**src/logic/frpc_defines.vh**
```
// Offsets, field positions, reset values and timing counts of the rate/power/reset control
`ifndef FRPC_DEFINES_VH
`define FRPC_DEFINES_VH
`define FRPC_OFS_DOR        3'h2
`define FRPC_OFS_MSR        3'h4
`define FRPC_OFS_DSR        3'h4
`define FRPC_OFS_FIFO       3'h5
`define FRPC_OFS_CCR        3'h7
`define FRPC_DOR_SWRST_BIT  2
`define FRPC_DSR_PWRDN_BIT  6
`define FRPC_DSR_SWRST_BIT  7
`define FRPC_MSR_RQM_BIT    7
`define FRPC_RATE_RESET     2'h0
`define FRPC_RATE_500K      2'h0
`define FRPC_RATE_1M        2'h3
`define FRPC_PRECOMP_RESET  3'h0
`define FRPC_PRECOMP_START_TRACK_RESET   8'h00
`define FRPC_FIFO_THRESHOLD_RESET   4'h0
`define FRPC_DOR_RESET      8'h00
`define FRPC_GAP2_STD       8'h16
`define FRPC_GAP2_PERP      8'h29
`define FRPC_PREERASE_1M    8'h26
`define FRPC_PREERASE_500K  8'h13
`define FRPC_CLK_MHZ        200
`define FRPC_READY_US       250
`define FRPC_READY_CYC      ((`FRPC_READY_US * `FRPC_CLK_MHZ) - 1)
`define FRPC_AUTO_MS        500
`define FRPC_AUTO_CYC       (`FRPC_AUTO_MS * 1000 * `FRPC_CLK_MHZ)
`define FRPC_STAB_US        2000
`define FRPC_STAB_CYC       (`FRPC_STAB_US * `FRPC_CLK_MHZ)
`endif

```
**src/logic/frpc_ctrl.v**
```verilog
// Data rate, write gate timing, low power and reset control of the floppy controller
`timescale 1ns/100ps
`include "frpc_defines.vh"

// Notes on behaviour
// - Perpendicular 1 Mbps: gate 38 bytes early
// - Perpendicular 1 Mbps gap 2 is 41
// - Perpendicular mode adjusts parameters at 500 kbps and 1 Mbps only
// - Config register low two bits set rate
// - Rate-select low two bits set rate too
// - Last written rate wins; clocks scale
// - Power-up default precomp, start track zero
// - Precomp delay and start track programmable
// - Power-down clears host_may_transfer flag
// - Registers kept and accessible while powered down
// - Rate-select bit 6 powers down, self-clears
// - Manual power-down is OR of sources
// - Auto low power 500 ms after idle
// - Auto low power armed only by mode
// - Software reset wakes from power-down
// - Status or FIFO access wakes, keeps state
// - Master reset restores all defaults
// - Reset leaves specify values untouched
// - Soft reset via output bit 2/rate bit 7
// - Lock keeps configure and mode FIFO fields
// - Status reads 00h then 80h within 250us
module frpc_ctrl #(
  parameter AUTO_CYC  = `FRPC_AUTO_CYC,  // Idle time before automatic low power
  parameter STAB_CYC  = `FRPC_STAB_CYC,  // Clock stabilisation time after wake
  parameter READY_CYC = `FRPC_READY_CYC  // Reset to ready time
) (
  input  wire        mclk,               // 200 MHz clock
  input  wire        sys_rst,            // Synchronous reset, active high
  input  wire        clk_en,             // Freezes all state while low
  input  wire        master_reset_pin,   // Master reset pin, asynchronous source
  input  wire [2:0]  reg_addr,           // Register offset
  input  wire [7:0]  reg_wdata,          // Write data
  input  wire        reg_wr,             // Write strobe, one cycle
  input  wire        reg_rd,             // Read strobe, one cycle
  output reg  [7:0]  reg_rdata,          // Read data
  input  wire        cmd_mode,           // Mode command strobe
  input  wire        cmd_power_down_option, // Mode command low-power option
  input  wire        cmd_auto_arm,       // Mode command arms automatic low power
  input  wire        cmd_fifo_write_disable, // Mode command field
  input  wire        cmd_fifo_read_disable,  // Mode command field
  input  wire        cmd_burst_disable,  // Mode command field
  input  wire        cmd_configure,      // Configure command strobe
  input  wire        cmd_fifo_disable,   // Configure FIFO disable field
  input  wire [3:0]  cmd_fifo_threshold, // Configure threshold field
  input  wire [7:0]  cmd_precomp_start_track, // Configure start track field
  input  wire        cmd_lock,           // Lock command strobe
  input  wire        cmd_lock_value,     // Lock value
  input  wire        cmd_perp,           // Perpendicular mode command strobe
  input  wire        cmd_perp_value,     // Perpendicular enable value
  input  wire        engine_idle,        // Micro-engine is in idle
  input  wire        engine_busy_status, // Engine status for main status bit 0
  output reg  [1:0]  data_rate,          // Active data rate code
  output reg  [2:0]  precomp_delay,      // Write precompensation delay code
  output reg  [7:0]  precomp_start_track,// Precomp start track
  output reg  [7:0]  gap2_len,           // Gap 2 length in bytes
  output reg  [7:0]  write_gate_lead,    // Bytes write_gate leads the preamble
  output reg         perp_mode,          // Perpendicular mode active
  output reg         fifo_disable,       // FIFO disabled
  output reg  [3:0]  fifo_threshold,     // FIFO threshold
  output reg         fifo_write_disable, // FIFO write disable
  output reg         fifo_read_disable,  // FIFO read disable
  output reg         burst_disable,      // Burst disable
  output reg  [7:0]  digital_output_reg, // Drive select, motors, DMA, reset bits
  output reg         powered_down,       // Engine and separator clocks stopped
  output reg         soft_reset,         // Engine held in reset
  output reg         host_may_transfer   // Main status bit 7
);

  reg        mr_s1;
  reg        mr_s2;
  reg        dsr_pwr;
  reg        mode_pwr;
  reg        auto_armed;
  reg        dsr_rst;
  reg        was_idle;
  reg [31:0] auto_cnt;
  reg [31:0] stab_cnt;
  reg [31:0] rdy_cnt;
  reg        stab_wait;
  reg        rdy_wait;
  reg        lock;
  reg        auto_run;
  reg        next_host_may_transfer;

  wire hw_rst    = sys_rst | mr_s2;
  wire wr_dsr    = reg_wr & (reg_addr == `FRPC_OFS_DSR);
  wire wr_ccr    = reg_wr & (reg_addr == `FRPC_OFS_CCR);
  wire wr_dor    = reg_wr & (reg_addr == `FRPC_OFS_DOR);
  wire msr_rd    = reg_rd & (reg_addr == `FRPC_OFS_MSR);
  wire fifo_acc  = (reg_wr | reg_rd) & (reg_addr == `FRPC_OFS_FIFO);
  // Writes to offset 4 land in the rate-select register and wake only through its soft-reset bit 7
  wire host_acc  = msr_rd | fifo_acc;
  wire dsr_pd_wr = wr_dsr & reg_wdata[`FRPC_DSR_PWRDN_BIT];
  wire new_dsr_rst = wr_dsr & reg_wdata[`FRPC_DSR_SWRST_BIT];
  wire new_dor_rst = wr_dor & reg_wdata[`FRPC_DOR_SWRST_BIT];
  wire sw_rst_evt  = new_dsr_rst | new_dor_rst;
  wire in_sw_rst   = dsr_rst | digital_output_reg[`FRPC_DOR_SWRST_BIT];
  wire wake_evt    = powered_down & (host_acc | sw_rst_evt);
  wire pwr_req     = dsr_pwr | mode_pwr;
  wire idle_entry  = engine_idle & !was_idle;

  always @(posedge mclk) begin
    if (sys_rst) begin
      mr_s1 <= 1'b0;
      mr_s2 <= 1'b0;
    end else if (clk_en) begin
      mr_s1 <= master_reset_pin;
      mr_s2 <= mr_s1;
    end
  end

  // Specify values live outside; no reset reaches them here
  always @(posedge mclk) begin
    if (hw_rst) begin
      data_rate           <= `FRPC_RATE_RESET;
      precomp_delay       <= `FRPC_PRECOMP_RESET;
      perp_mode           <= 1'b0;
      digital_output_reg  <= `FRPC_DOR_RESET;
      lock                <= 1'b0;
      dsr_rst             <= 1'b0;
    end else if (clk_en) begin
      // Rate registers stay writable while powered down
      if (wr_dsr) begin
        data_rate     <= reg_wdata[1:0];
        precomp_delay <= reg_wdata[4:2];
      end else if (wr_ccr) begin
        data_rate <= reg_wdata[1:0];
      end
      if (wr_dor)
        digital_output_reg <= reg_wdata;
      dsr_rst <= new_dsr_rst;
      if (cmd_lock)
        lock <= cmd_lock_value;
      if (cmd_perp)
        perp_mode <= cmd_perp_value;
      if (in_sw_rst)
        perp_mode <= 1'b0;
    end
  end

  // Fields kept across a soft reset while locked
  always @(posedge mclk) begin
    if (hw_rst) begin
      fifo_disable        <= 1'b1;
      fifo_threshold      <= `FRPC_FIFO_THRESHOLD_RESET;
      precomp_start_track <= `FRPC_PRECOMP_START_TRACK_RESET;
      fifo_write_disable  <= 1'b1;
      fifo_read_disable   <= 1'b1;
      burst_disable       <= 1'b1;
    end else if (clk_en) begin
      if (in_sw_rst && !lock) begin
        fifo_disable        <= 1'b1;
        fifo_threshold      <= `FRPC_FIFO_THRESHOLD_RESET;
        precomp_start_track <= `FRPC_PRECOMP_START_TRACK_RESET;
        fifo_write_disable  <= 1'b1;
        fifo_read_disable   <= 1'b1;
        burst_disable       <= 1'b1;
      end else begin
        if (cmd_configure) begin
          fifo_disable        <= cmd_fifo_disable;
          fifo_threshold      <= cmd_fifo_threshold;
          precomp_start_track <= cmd_precomp_start_track;
        end
        if (cmd_mode) begin
          fifo_write_disable <= cmd_fifo_write_disable;
          fifo_read_disable  <= cmd_fifo_read_disable;
          burst_disable      <= cmd_burst_disable;
        end
      end
    end
  end

  // Manual and automatic low-power requests; a set wins over a wake
  always @(posedge mclk) begin
    if (hw_rst) begin
      dsr_pwr    <= 1'b0;
      mode_pwr   <= 1'b0;
      auto_armed <= 1'b0;
    end else if (clk_en) begin
      if (dsr_pd_wr)
        dsr_pwr <= 1'b1;
      else if (wake_evt)
        dsr_pwr <= 1'b0;
      if (cmd_mode) begin
        mode_pwr   <= cmd_power_down_option;
        auto_armed <= cmd_auto_arm;
      end else if (wake_evt) begin
        mode_pwr <= 1'b0;
      end
    end
  end

  // Flag is held low by every reason the host must not issue a command
  always @* begin
    next_host_may_transfer = 1'b1;
    if (powered_down | pwr_req | dsr_pd_wr)
      next_host_may_transfer = 1'b0;
    if (wake_evt | stab_wait)
      next_host_may_transfer = 1'b0;
    if (rdy_wait | in_sw_rst)
      next_host_may_transfer = 1'b0;
  end

  // Gap 2 and write gate lead follow the rate in perpendicular mode
  always @(posedge mclk) begin
    if (hw_rst) begin
      gap2_len        <= `FRPC_GAP2_STD;
      write_gate_lead <= 8'h00;
    end else if (clk_en) begin
      if (perp_mode && data_rate == `FRPC_RATE_1M) begin
        gap2_len        <= `FRPC_GAP2_PERP;
        write_gate_lead <= `FRPC_PREERASE_1M;
      end else if (perp_mode && data_rate == `FRPC_RATE_500K) begin
        gap2_len        <= `FRPC_GAP2_STD;
        write_gate_lead <= `FRPC_PREERASE_500K;
      end else begin
        gap2_len        <= `FRPC_GAP2_STD;
        write_gate_lead <= 8'h00;
      end
    end
  end

  // Power state, auto low-power timer, wake and ready timing
  always @(posedge mclk) begin
    if (hw_rst) begin
      powered_down      <= 1'b0;
      was_idle          <= 1'b0;
      auto_cnt          <= 32'h00000000;
      auto_run          <= 1'b0;
      stab_wait         <= 1'b0;
      stab_cnt          <= 32'h00000000;
      rdy_wait          <= 1'b1;
      rdy_cnt           <= 32'h00000000;
      soft_reset        <= 1'b0;
      host_may_transfer <= 1'b0;
    end else if (clk_en) begin
      was_idle   <= engine_idle;
      soft_reset <= in_sw_rst;
      if (wake_evt) begin
        powered_down <= 1'b0;
        stab_wait    <= 1'b1;
        stab_cnt     <= 32'h00000000;
      end else if (!powered_down && (pwr_req || dsr_pd_wr)) begin
        // The rate-select bit takes effect on the write edge itself
        powered_down <= 1'b1;
      end else if (!powered_down && auto_armed && engine_idle && auto_run &&
                   auto_cnt == AUTO_CYC - 1) begin
        powered_down <= 1'b1;
      end
      // Timer runs once per entry into idle; a wake while idle does not rearm it
      if (!engine_idle || powered_down) begin
        auto_run <= 1'b0;
        auto_cnt <= 32'h00000000;
      end else if (idle_entry) begin
        auto_run <= 1'b1;
        auto_cnt <= 32'h00000000;
      end else if (auto_run && auto_cnt != AUTO_CYC - 1) begin
        auto_cnt <= auto_cnt + 32'h00000001;
      end
      if (stab_wait) begin
        if (stab_cnt == STAB_CYC - 1)
          stab_wait <= 1'b0;
        else
          stab_cnt <= stab_cnt + 32'h00000001;
      end
      // Ready countdown restarts for as long as a soft reset is held
      if (in_sw_rst) begin
        rdy_wait <= 1'b1;
        rdy_cnt  <= 32'h00000000;
      end else if (rdy_wait) begin
        if (rdy_cnt == READY_CYC - 1)
          rdy_wait <= 1'b0;
        else
          rdy_cnt <= rdy_cnt + 32'h00000001;
      end
      host_may_transfer <= next_host_may_transfer;
    end
  end

  // Main status and output register readable at all times; other offsets answer zero
  always @(posedge mclk) begin
    if (hw_rst) begin
      reg_rdata <= 8'h00;
    end else if (clk_en) begin
      if (reg_rd && reg_addr == `FRPC_OFS_MSR)
        reg_rdata <= {host_may_transfer, 6'h00,
                      engine_busy_status & host_may_transfer};
      else if (reg_rd && reg_addr == `FRPC_OFS_DOR)
        reg_rdata <= digital_output_reg;
      else if (reg_rd)
        reg_rdata <= 8'h00;
    end
  end

endmodule // frpc_ctrl

```
**config.mk**
```make
export PLATFORM = sky130hd
export DESIGN_NAME = frpc_ctrl
export DESIGN_NICKNAME = d
export VERILOG_FILES = /design/src/logic/frpc_ctrl.v
export VERILOG_INCLUDE_DIRS = /design/src /design/src/logic
export SDC_FILE = /design/constraint.sdc
export NUM_CORES = 1
export LEC_CHECK = 0
export CAP_MARGIN = 20
export CORE_MARGIN = 2
export CORE_UTILIZATION = 43
export DETAILED_ROUTE_END_ITERATION = 12
export DONT_BUFFER_PORTS = 1
export MAX_ROUTING_LAYER = met4
export PLACE_DENSITY = 0.7
export SLEW_MARGIN = 20
export SYNTH_ARGS = -nofsm -noshare
export SYNTH_HDL_FRONTEND = slang
export SYNTH_SLANG_ARGS = --single-unit
```
**constraint.sdc**
```tcl
create_clock -name mclk -period 2.03 [get_ports mclk]
set_input_delay 0.203 -clock mclk [delete_from_list [all_inputs] [get_ports mclk]]
set_output_delay 0.203 -clock mclk [all_outputs]
set_load 0.03 [all_outputs]
```
## Yosys cells after proc, flatten, opt, wreduce, memory -nomap -nowiden

Index checks and enable logic that the tools add are counted.

| word-level totals | value |
|---|---|
| bits in registers | 164 |
| word-level logic and storage cells | 157 |
| output and inout bits | 57 |
| input port bits | 43 |

| cells by class | value |
|---|---|
| bitwise logic cells | 22 |
| add/sub/neg operators | 3 |
| reduce and logical (&&, ||, !) cells | 44 |
| equal/unequal tests | 10 |
| multiplexer cells | 48 |

Operator list:

| cell | count |
|---|---|
| 32-bit two-way mux | 9 |
| 32-bit by 1-bit adder with 32-bit output, second input constant | 3 |
| 8-bit two-way mux | 5 |
| 32-bit by 16-bit equality test with 1-bit output, second input constant | 1 |
| 32-bit by 19-bit equality test with 1-bit output, second input constant | 1 |
| 32-bit by 27-bit equality test with 1-bit output, second input constant | 1 |
| 32-bit by 27-bit inequality test with 1-bit output, second input constant | 1 |
| 2-bit AND reduction | 14 |
| 1-bit two-way mux | 27 |
| 2-bit nonzero test | 8 |
| 6-bit two-way mux | 2 |
| 1-bit AND | 11 |
| 1-bit logical AND | 11 |
| 1-bit OR | 11 |
| 3-bit equality test, second input constant | 3 |
| 3-bit nonzero test | 3 |
| 4-bit two-way mux | 2 |
| 5-bit two-way mux | 1 |
| 1-bit zero test | 4 |
| 2-bit two-way mux | 2 |
| 3-bit by 2-bit equality test with 1-bit output, second input constant | 1 |
| 3-bit AND reduction | 1 |
| 2-bit equality test, second input constant | 1 |
| 2-bit zero test | 1 |
| 2 further kinds | 3 |

## Longest topological paths before layout

Gate-level depths: netlist of run 1.

| depth | value |
|---|---|
| depth after elaboration | 9 |
| depth in mapped cells | 9 |
| mapped depth without buffers | 8 |

## Worst setup path before layout of run 1

Ideal clock, no wire load.

| timing path | value |
|---|---|
| kind | reg2reg |
| start point | register stab_cnt[0] |
| end point | register stab_cnt[15] |
| buffers on the path | 2 |
| required time | 1.916 ns |
| cell stages (with the launch flop) | 10 |
| slack | -0.142 ns |
| setup time | 0.114 ns |
| clock period less this slack | 2.172 ns |
| arrival | 2.058 ns |
| cell sequence | dfxtp_1 ha_1 and3_1 nand4_2 nor4_4 or2_2 buf_2 buf_4 nor3b_1 a21o_1 |

| between the ends | value |
|---|---|
| longest elaborated chain between the ends | 3 |
| elaborated cells on any way between the ends | 4 |
| those cells by class | 1 x add/sub; 1 x eq/ne; 2 x mux |

RTL lines:

| element | RTL line | source |
|---|---|---|
| start: declaration | frpc_ctrl.v:82 | `reg [31:0] stab_cnt;` |
| start signal: assignment | frpc_ctrl.v:269 | `stab_cnt <= stab_cnt + 32'h00000001;` |
| 32-bit by 1-bit adder with 32-bit output or 32-bit by 19-bit equality test with 1-bit output (tied branches) | frpc_ctrl.v:269, frpc_ctrl.v:266 |  |
| 32-bit two-way mux * | frpc_ctrl.v:266 | `if (stab_cnt == STAB_CYC - 1)` |
| 32-bit two-way mux * | frpc_ctrl.v:265 | `if (stab_wait) begin` |

Every way passes the cells marked *; elsewhere a longest branch is shown, timed or not.
A chain may end at the register's enable or synchronous reset.

## Worst setup path after layout of run 1

| timing path | value |
|---|---|
| start point | register rdy_cnt[8] |
| end point | register rdy_cnt[23] |

| between the ends | value |
|---|---|
| longest elaborated chain between the ends | 4 |
| elaborated cells on any way between the ends | 7 |
| those cells by class | 1 x add/sub; 2 x eq/ne; 3 x mux; 1 x reduce/logical |

RTL lines:

| element | RTL line | source |
|---|---|---|
| start: declaration | frpc_ctrl.v:83 | `reg [31:0] rdy_cnt;` |
| start signal: assignment | frpc_ctrl.v:279 | `rdy_cnt <= rdy_cnt + 32'h00000001;` |
| 32-bit by 1-bit adder with 32-bit output | frpc_ctrl.v:279 |  |
| 32-bit two-way mux | frpc_ctrl.v:276 | `if (rdy_cnt == READY_CYC - 1)` |
| 32-bit two-way mux | frpc_ctrl.v:275 | `end else if (rdy_wait) begin` |
| 32-bit two-way mux | frpc_ctrl.v:272 | `if (in_sw_rst) begin` |

Several ways; a longest one is shown, not always the timed one. The select of a mux whose other input is x is not followed.

==> reports/qor.yml, run 1 <==
die_w_um: 134.1
avgRoutedWirePerCell_um: 17.10
syn_area_per_cell_sq_um: 8.181
start_util: 0.4390
yosys-top-cells-area: "dfxtp_1 (42%), a21oi_1 (5.1%), nand2_1 (4.9%), nand3_1 (4.3%), nor2_1 (4.2%)"
hold_depth: 3
tritoncts: "built"
async_flop_share: 0
drcViolationCount: 0
finalCritPeriodShare: 1.007
drt_iter0_drc: 608
die_area_sq_mm: 0.01799
synth-main-ff-cell: "dfxtp_1"
fin_util: 0.5891
numCtsBuffers: 17
crit_required_ps: 2320
max_slew_margin: 0.4928
clkSinkCount: 152
yosys.area.top_type: "dfxtp_1"
outcome: "complete, but fails checks"
totalNegativeSetupSlack_ps: -36.62
fin_total_pwr_mw: 6.969
syn_area_sq_mm: 0.007281
ctsLongestPathBuffers: 2
seq_power_share: 0.446
fillers: 1423
grt_pass1_wl_mm: 33.76
worst_hold_startpoint: "clk_en"
setup_violations: 4
p_per_area_mw_per_mm2: 713.4
endpoint_kind: "flip-flop"
swShare: 0.2374
p_leak_nw: 3.556
rr_startpoint: "rdy_cnt[8]$_SDFFE_PP0P_"
cp-startpoint: "rdy_cnt[8]$_SDFFE_PP0P_"
synth_top_area_frac: 0.4179
power_switching_mw: 1.654
fmax_mhz: 489.1
hold_class: "in2reg"
drv_slew: 0
synth-seq-cells: 152
die_y_um: 134.1
violations: "negative setup slack"
ys_warn_count: 0
min_period_ps: 2044
num_rows: 47
worstSetupPathType: "reg2reg"
ant_nets: 0
fin_ws_ps: -14.38
cp-start-kind: "flip-flop"
routed_wl_mm: 21.64
largestRegisters: "auto_cnt x32, rdy_cnt x32, stab_cnt x32"
ys_seq_area_frac: 0.4179
port_buffers: 0
grt_overflow: 0
netlist_instances: 890
nets: 1079
grt_max_degree: 38
ys_types: 66
clkLatencyLatePin_ps: 430
path_max_fanout: 6
hold_violations: 0
cts_max_level: 4
tightest_slew_ps: 755.8
place_hpwl_mm: 13.16
track_usage: 0.2371
ir_drop_mv: 0.6062
core_area_sq_mm: 0.01658
maxCapViolCount: 0
synth-edff-count: 0
arrival_ps: 2340
ios: 100
grt_pass1_vias: 6874
pwr-share-comb: 0.063
rsz0062_at_grt: "yes"
power.internal_mw: 5.315
syn_to_final_growth_pct: 34.18
viasPerCell: 5.742
antenna_found_initial: 1
reg2regPathDepth: 7
clk_pin_slew_ps: 60
globalplace.congestion: 0.8304
drt_pass1_iterations: 5
vias: 7269
cts_root_buf: "clkbuf_16"
clkPwrFrac: 0.491
skew_ps: 7.701
layout-drive-gt1-share: 0.2440
layout by cell type (no fill, tap or decap), types with 5 or more instances in the layout:
master and instances:
o21ai_1 17, nor4_2 8, and4_1 8, a21oi_1 65, a21o_1 5, o31ai_1 7, nor3b_1 6, inv_1 22
xnor2_1 28, o21ai_2 10, conb_1 5, o211ai_1 8, dlygate4sd3_1 40, nor2_1 79, clkbuf_16 19, and3_1 9
nor4_1 10, nand4_1 26, buf_4 114, nand2b_1 10, and2_1 10, or4_1 7, xor2_1 8, or2_4 5
nand2_1 95, or2_2 5, dfxtp_1 139, nand3_1 61, o21ai_0 23, or3_1 21, a22oi_1 11, buf_6 9
nor3_1 19, a211oi_1 5, mux2i_1 10, a21oi_2 9, a31o_2 7, dfxtp_2 13
cells by family (layout without fill, tap and decap cells):
family	count (synthesis)	count (layout)	share of synthesized area
AO/OA/AOI/OAI	192	192	0.1641
XOR/XNOR	37	37	0.04451
adder cells (fa/ha/maj)	4	4	0.006874
buffers and inverters	73	223	0.04709
flip-flops	152	152	0.4179
multiplexers	10	10	0.01375
other	1	6	0.0005151
AND/OR/NAND/NOR	421	422	0.3052
cell type report:
cell class	count	area [sq um]	area share
multi-input combinational	670	4258	0.4358
sequential	152	3059	0.3131
timing repair buffer	168	1453	0.1487
clock buffer	19	442.9	0.04534
tap	220	275.3	0.02818
clock inverter	13	192.7	0.01972
inverter	23	86.33	0.008837
antenna	1	2.502	0.0002561
cell usage after synthesis (3+ instances only):
cell type,instances
nand3_1,63
nand4_1,26
o211ai_1,8
a21o_1,5
and3_1,10
ha_1,4
nor2b_1,4
nor3_1,21
nor2_1,82
o21ai_0,48
nor4_1,18
or2_2,9
a21oi_1,74
a22oi_1,11
or4_1,8
or3_1,25
and2_1,10
dfxtp_1,152
nand2_1,96
nor3_2,3
inv_1,23
nor3b_1,6
nand2b_1,10
clkbuf_1,28
mux2i_1,10
a31o_2,7
buf_2,7
xnor2_1,29
and4_1,8
buf_4,14
o31ai_1,7
nand4b_1,3
a211oi_1,5
xor2_1,8
nor4b_1,5
path summary, 6_finish.rpt:
kind	endpoint	slack, ps
worst max-delay path	rdy_cnt[23]$_SDFFE_PP0P_	-10
worst min-delay path	mode_pwr$_SDFFE_PP0P_	40
worst max register to register	rdy_cnt[23]$_SDFFE_PP0P_	-10
worst min register to register	auto_armed$_SDFFE_PP0P_	490
worst max-delay path: stages (launching register included):
cell,delay (ps)
dfxtp_2,340
nand4_1,130
or4_4,460
o311a_4,410
o211ai_4,240
buf_6,170
or3_1,120
a21oi_2,50
per-layer routing:
| layer | up-vias | global-route usage | share of wire |
|---|---|---|---|
| met4 | 0 | 0.1018 | 0.028 |
| met3 | 60 | 0.05669 | 0.060 |
| met1 | 3482 | 0.2877 | 0.42 |
| li1 | 3497 | - | - |
| met2 | 230 | 0.3778 | 0.49 |
| met5 | - | - | 0 |
repair_timing:
item                                    in CTS  in global routing
hold endpoints to repair                    49                  0
setup buffers                                1                 10
endpoints found under the setup margin      48                 73
hold buffers                                41                  0
gates cloned                                 1                  4
pin swaps                                    8                 40
resized for setup                           25                 88
power groups by stage:
stage | Combinational, mW | Sequential [mW] | Clock [mW]
2_1_floorplan | 0.228 | 3.17 | 0
3_3_place_gp | 0.303 | 3.17 | 0
3_5_place_dp | 0.309 | 3.17 | 0
4_1_cts | 0.394 | 3.11 | 3.46
5_1_grt | 0.471 | 3.11 | 3.59
6_report | 0.441 | 3.11 | 3.42
through the flow:
stage          hold slack [ps]  instance area (sq um)  instances  setup slack (ps)
3_5_place_dp             279.1                   8198       1176            -165.4
3_3_place_gp             277.3                   8198       1176            -83.82
6_report                 44.54                   9769       1266            -14.38
5_1_grt                  4.823                   9769       1266            -71.70
2_1_floorplan            275.4                   7313        894             35.99
4_1_cts                  25.91                   9351       1251             1.217
(Power assumes the default switching activity.)
==> run 2: changes to the inputs <==
==> constraint.sdc (replaced) <==
create_clock -name mclk -period 2.03 [get_ports mclk]
set_input_delay 0.406 -clock mclk [delete_from_list [all_inputs] [get_ports mclk]]
set_output_delay 0.406 -clock mclk [all_outputs]
set_load 0.03 [all_outputs]
==> run 2 against run 1 <==
The run now ends clean. Flip-flop and latch count unchanged. Non-clock buffer count decreased by 41. Wire length decreased by 8.6%. Die area unchanged. Clock skew increased by 2.6 ps. Clock power decreased by 4%. Hold slack got worse by 19 ps. Sequential power about the same. Core utilization decreased by 2.8 points. Critical path depth increased by 2.
==> reports/qor.yml, run 2 (same netlist as run 1, synthesis figures left out) <==
outcome: "finished, final reports clean"
grt_pass1_wl_mm: 30.91
n_antenna_cell: 0
drv_slew: 0
maxCapViolCount: 0
ir_drop_mv: 0.5800
die_y_um: 134.1
grt_pass1_vias: 6387
final_cell_mix: "dfxtp_1 (142), buf_4 (115), nand2_1 (94), nor2_1 (79), a21oi_1 (68)"
layout-drive-gt1-share: 0.2460
clkSinkCount: 152
endpoint_kind: "flip-flop"
ctsLongestPathBuffers: 2
routed_wl_mm: 19.78
vias: 6976
num_rows: 47
ant_nets: 0
hold_violations: 0
reg2reg_to: "auto_cnt[29]$_SDFFE_PP0P_"
holdWs_ps: 25.42
p_per_area_mw_per_mm2: 723.3
power.internal_mw: 5.017
cts_root_buf: "clkbuf_16"
swShare: 0.2547
critPathSlowestCell: "nor4b_4"
multi_input_area_sq_mm: 0.004254
finalCritPeriodShare: 0.9935
ios: 100
syn_to_final_growth_pct: 27.84
place_hpwl_mm: 13.19
path_max_fanout: 4
rsz0062_at_grt: "yes"
final_cell_area_sq_mm: 0.009308
clkLatencyLatePin_ps: 440
tightest_slew_ps: 709.5
totalNegativeSetupSlack_ps: 0
fillers: 1476
setup_violations: 0
arrival_ps: 2330
die_w_um: 134.1
reg2regPathDepth: 9
min_period_ps: 2017
seq_area_sq_mm: 0.003055
hold_depth: 1
p_leak_nw: 3.384
nets: 1038
port_buffers: 0
drt_iter0_drc: 554
cts_max_level: 4
skew_ps: 10.35
drt_pass1_iterations: 4
tritoncts: "built"
antenna_found_initial: 0
viasPerCell: 5.699
reg2reg_setup_slack_ps: 10
crit_path_cell_trace: "nor4b_2, buf_4, nand4_1, nor4b_4, buf_4, buf_4, nor4_2, xnor2_1, nor2_1"
crit_top_cell: "buf_4"
clkPwrFrac: 0.487
rr_startpoint: "auto_cnt[29]$_SDFFE_PP0P_"
globalplace.congestion: 0.8481
max_slew_margin: 0.5239
worst_hold_startpoint: "sys_rst"
drcViolationCount: 0
whs_endpoint: "mr_s1$_SDFFE_PP0P_"
cp-start-kind: "flip-flop"
die_area_sq_mm: 0.01799
grt_overflow: 0
pwr-share-comb: 0.051
avgRoutedWirePerCell_um: 16.16
core_area_sq_mm: 0.01658
worstSetupPathType: "reg2reg"
hold_class: "in2reg"
crit_required_ps: 2340
track_usage: 0.2162
seq_power_share: 0.461
cp_slowest_stage_delay_ps: 410
largestRegisters: "auto_cnt x32, rdy_cnt x32, stab_cnt x32"
final_common_cell: "dfxtp_1"
fmax_mhz: 495.8
cp-startpoint: "auto_cnt[29]$_SDFFE_PP0P_"
power_switching_mw: 1.715
grt_max_degree: 59
start_util: 0.4390
numCtsBuffers: 17
dpl-instance-area_sq_mm: 0.008230
clk_pin_slew_ps: 70
## run 2: cell count changes in the layout (fill, tap and decap cells not counted), moves of 3 or more
cell / before / now
o21ai_1: 17 / 11
a21oi_1: 65 / 68
dfxtp_1: 139 / 142
dfxtp_2: 13 / 10
o21ai_2: 10 / 5
o21ai_0: 23 / 34
dlygate4sd3_1: 40 / 0
inv_8: 0 / 3
a21oi_2: 9 / 6
## run 2: cell type report
cell class              instances  area share
clock buffers                  17     0.04571
clock inverters                15     0.01963
inverters                      23    0.009275
multi-input cells             670      0.4571
flip-flops and latches        152      0.3283
well taps                     220     0.02957
repair buffers                127      0.1105
## run 2: critical path: cells and delay by family, from the launching register on
family,cells,cell delay [ps]
xor gates and xnor gates,1,130
buffers and inverters,3,440
DFF,1,330
and+or+nand+nor,5,990
## run 2: worst max path at each step
stage / endpoint / slack [ps]
2_1_floorplan: stab_cnt[15]$_SDFFE_PP0P_ / 40
3_3_place_gp: stab_cnt[16]$_SDFFE_PP0P_ / -110
3_5_place_dp: stab_cnt[5]$_SDFFE_PP0P_ / -120
4_1_cts: stab_cnt[22]$_SDFFE_PP0P_ / 3
5_1_grt: auto_cnt[29]$_SDFFE_PP0P_ / -90
6_report: auto_cnt[29]$_SDFFE_PP0P_ / 10
## run 2: per-stage QoR
step / power (mW) / util / cells / setup WS (ps)
finish: 6.732 / 0.5613 / 1224 / 13.22
global placement: 3.476 / 0.4963 / 1182 / -109.1
global route: 6.949 / 0.5613 / 1224 / -88.99
detailed placement: 3.480 / 0.4963 / 1182 / -120.7
floorplan: 3.394 / - / 894 / 35.99
CTS: 6.740 / 0.5362 / 1214 / 3.483
## run 2: timing repair
| item | in CTS | in global routing |
|---|---|---|
| setup buffers | 0 | 6 |
| setup endpoints to repair | 43 | 61 |
| gates cloned | 0 | 4 |
| pin swaps | 1 | 40 |
| hold buffers | 0 | 0 |
| resized for setup | 10 | 85 |
## run 2: layer usage
layer  part of all wire  GRT usage
met3              0.058    0.06500
met4              0.017    0.06667
met2               0.49     0.3387
met1               0.44     0.2694
met5                  0          -
## run 2: power groups by stage
stage / combinational [mW] / sequential, mW / clock, mW
5_1_grt: 0.376 / 3.11 / 3.46
3_3_place_gp: 0.305 / 3.17 / 0
2_1_floorplan: 0.228 / 3.17 / 0
4_1_cts: 0.310 / 3.10 / 3.33
6_report: 0.345 / 3.11 / 3.28
3_5_place_dp: 0.308 / 3.17 / 0
==> run 3: changes to the inputs <==
--- a/config.mk
+++ b/config.mk
@@ -6,13 +6,14 @@
 export SDC_FILE = /design/constraint.sdc
 export NUM_CORES = 1
 export LEC_CHECK = 0
+export BUFFER_PORTS_ARGS = -buffer_cell sky130_fd_sc_hd__buf_2
 export CAP_MARGIN = 20
 export CORE_MARGIN = 2
 export CORE_UTILIZATION = 43
 export DETAILED_ROUTE_END_ITERATION = 12
-export DONT_BUFFER_PORTS = 1
+export HOLD_SLACK_MARGIN = 0.02
 export MAX_ROUTING_LAYER = met4
-export PLACE_DENSITY = 0.7
+export PLACE_DENSITY = 0.75
 export SLEW_MARGIN = 20
 export SYNTH_ARGS = -nofsm -noshare
 export SYNTH_HDL_FRONTEND = slang
==> run 3 against run 2 <==
Worst setup slack worse by 160 ps. Cell area is 4.0% higher. Hold slack better by 160 ps. Final cell count is 7.4% higher. The run now ends with negative setup slack left. Die area stayed put. Sequential share of layout area is 1.2 points lower.
==> reports/qor.yml, run 3 (same netlist as run 1, synthesis figures left out) <==
dp_slack_ps: -100.2
n_antenna_cell: 0
ctsLongestPathBuffers: 2
cts_root_buf: "clkbuf_16"
fmax_mhz: 458.5
track_usage: 0.2250
violations: "negative setup slack"
routed_wl_mm: 20.42
p_per_area_mw_per_mm2: 715.1
layout-drive-gt1-share: 0.3023
final_cell_mix: "dfxtp_1 (140), buf_4 (114), nand2_1 (96), buf_2 (94), nor2_1 (79)"
tritoncts: "built"
worst_hold_startpoint: "sys_rst"
dpl-instance-area_sq_mm: 0.008738
final_cell_area_sq_mm: 0.009681
p_leak_nw: 3.744
path_max_fanout: 5
die_area_sq_mm: 0.01799
syn_to_final_growth_pct: 32.96
nets: 1129
cp_slowest_stage_delay_ps: 400
crit_required_ps: 2350
ant_nets: 0
reg2regPathDepth: 7
critPathSlowestCell: "nor4b_1"
tightest_slew_ps: 692.1
drcViolationCount: 0
die_w_um: 134.1
cts_max_level: 4
grt_pass1_wl_mm: 32.34
drt_iter0_drc: 432
drv_slew: 0
place_hpwl_mm: 13.71
clkLatencyLatePin_ps: 430
hold_violations: 0
outcome: "complete, but fails checks"
rsz0062_at_grt: "yes"
reg2reg_setup_slack_ps: -150
worstSetupPathType: "reg2reg"
viasPerCell: 5.529
vias: 7270
cp-startpoint: "rdy_cnt[10]$_SDFFE_PP0P_"
num_rows: 47
finalCritPeriodShare: 1.074
port_buffers: 94
max_slew_margin: 0.5355
drt_pass1_iterations: 7
die_y_um: 134.1
grt_max_degree: 37
arrival_ps: 2510
hold_class: "in2reg"
final_common_cell: "dfxtp_1"
fin_ws_ps: -150.8
ios: 100
endpoint_kind: "flip-flop"
min_period_ps: 2181
skew_ps: 9.533
start_util: 0.4390
maxCapViolCount: 0
setup_violations: 9
avgRoutedWirePerCell_um: 15.53
ir_drop_mv: 0.6270
grt_overflow: 0
clkSinkCount: 152
core_area_sq_mm: 0.01658
reg2reg_to: "rdy_cnt[31]$_SDFFE_PP0P_"
numCtsBuffers: 17
clk_pin_slew_ps: 70
crit_end: "rdy_cnt[31]$_SDFFE_PP0P_"
rr_startpoint: "rdy_cnt[10]$_SDFFE_PP0P_"
globalplace.congestion: 0.8606
grt_pass1_vias: 6899
antenna_found_initial: 0
crit_path_cell_trace: "nor4b_1, nand4_1, o311a_4, o211ai_4, buf_6, nor3_2, mux2i_1"
cp-start-kind: "flip-flop"
largestRegisters: "auto_cnt x32, rdy_cnt x32, stab_cnt x32"
run 3: worst max-delay path, delay by kind of cell (launching register included):
kind / cells / cell delay (ps)
and+or+nand+nor: 3 / 690
buffers and inverters: 1 / 160
muxes: 1 / 240
AOI/OAI and AO/OA: 2 / 630
DFF: 1 / 350
run 3: what timing repair did:
| action | in CTS | in global routing |
|---|---|---|
| setup buffers | 0 | 6 |
| setup endpoints to repair | 42 | 64 |
| cloned | 1 | 0 |
| resized for setup | 10 | 64 |
| hold endpoints to repair | 0 | 0 |
| pin swaps | 3 | 28 |
| hold buffers | 0 | 0 |
run 3: cell type report:
cell class                      count  area [sq um]
Fill cell                        1432          6903
Multi-Input combinational cell    669          4145
Sequential cell                   152          3058
Timing Repair Buffer              219          1485
Clock buffer                       18         439.2
Tap cell                          220         275.3
Clock inverter                     14         191.4
Inverter                           23         86.33
run 3: worst min-delay path by stage:
stage                                end  slack (ps)  cells past startpoint
4_1_cts               mr_s1$_SDFFE_PP0P_         160                      2
5_1_grt               mr_s1$_SDFFE_PP0P_         170                      2
3_5_place_dp   reg_rdata[3]$_SDFFE_PP0P_         450                      2
3_3_place_gp   reg_rdata[4]$_SDFFE_PP0P_         440                      2
2_1_floorplan    auto_armed$_SDFFE_PP0P_         440                      2
6_report              mr_s1$_SDFFE_PP0P_         180                      2
run 3: metrics by stage:
| stage | std cells | hold WS, ps | utilization | total power, mW | TNS, ps |
|---|---|---|---|---|---|
| after floorplan | 894 | 437.0 | - | 3.394 | 0 |
| after global placement | 1276 | 439.1 | 0.5269 | 3.589 | -594.8 |
| after detailed placement | 1276 | 448.0 | 0.5269 | 3.596 | -1158 |
| after CTS | 1309 | 162.3 | 0.5683 | 6.956 | 0 |
| after global routing | 1315 | 170.8 | 0.5837 | 7.136 | -3226 |
| final | 1315 | 184.2 | 0.5837 | 6.922 | -268.5 |
run 3: where the power goes:
group,switching [mW],internal (mW),total [mW],leakage (nW)
clock network,1.37,2.00,3.37,0.303
registers,0.0290,3.02,3.05,1.23
logic,0.318,0.181,0.500,2.21
total,1.71,5.21,6.92,3.74
run 3: per-layer routing:
layer,global-route usage,up-vias,wire length [um]
met5,-,-,0
met4,0.06784,0,335
met1,0.2857,3425,8890
met2,0.3607,212,10140
met3,0.04951,35,1061
li1,-,3598,-
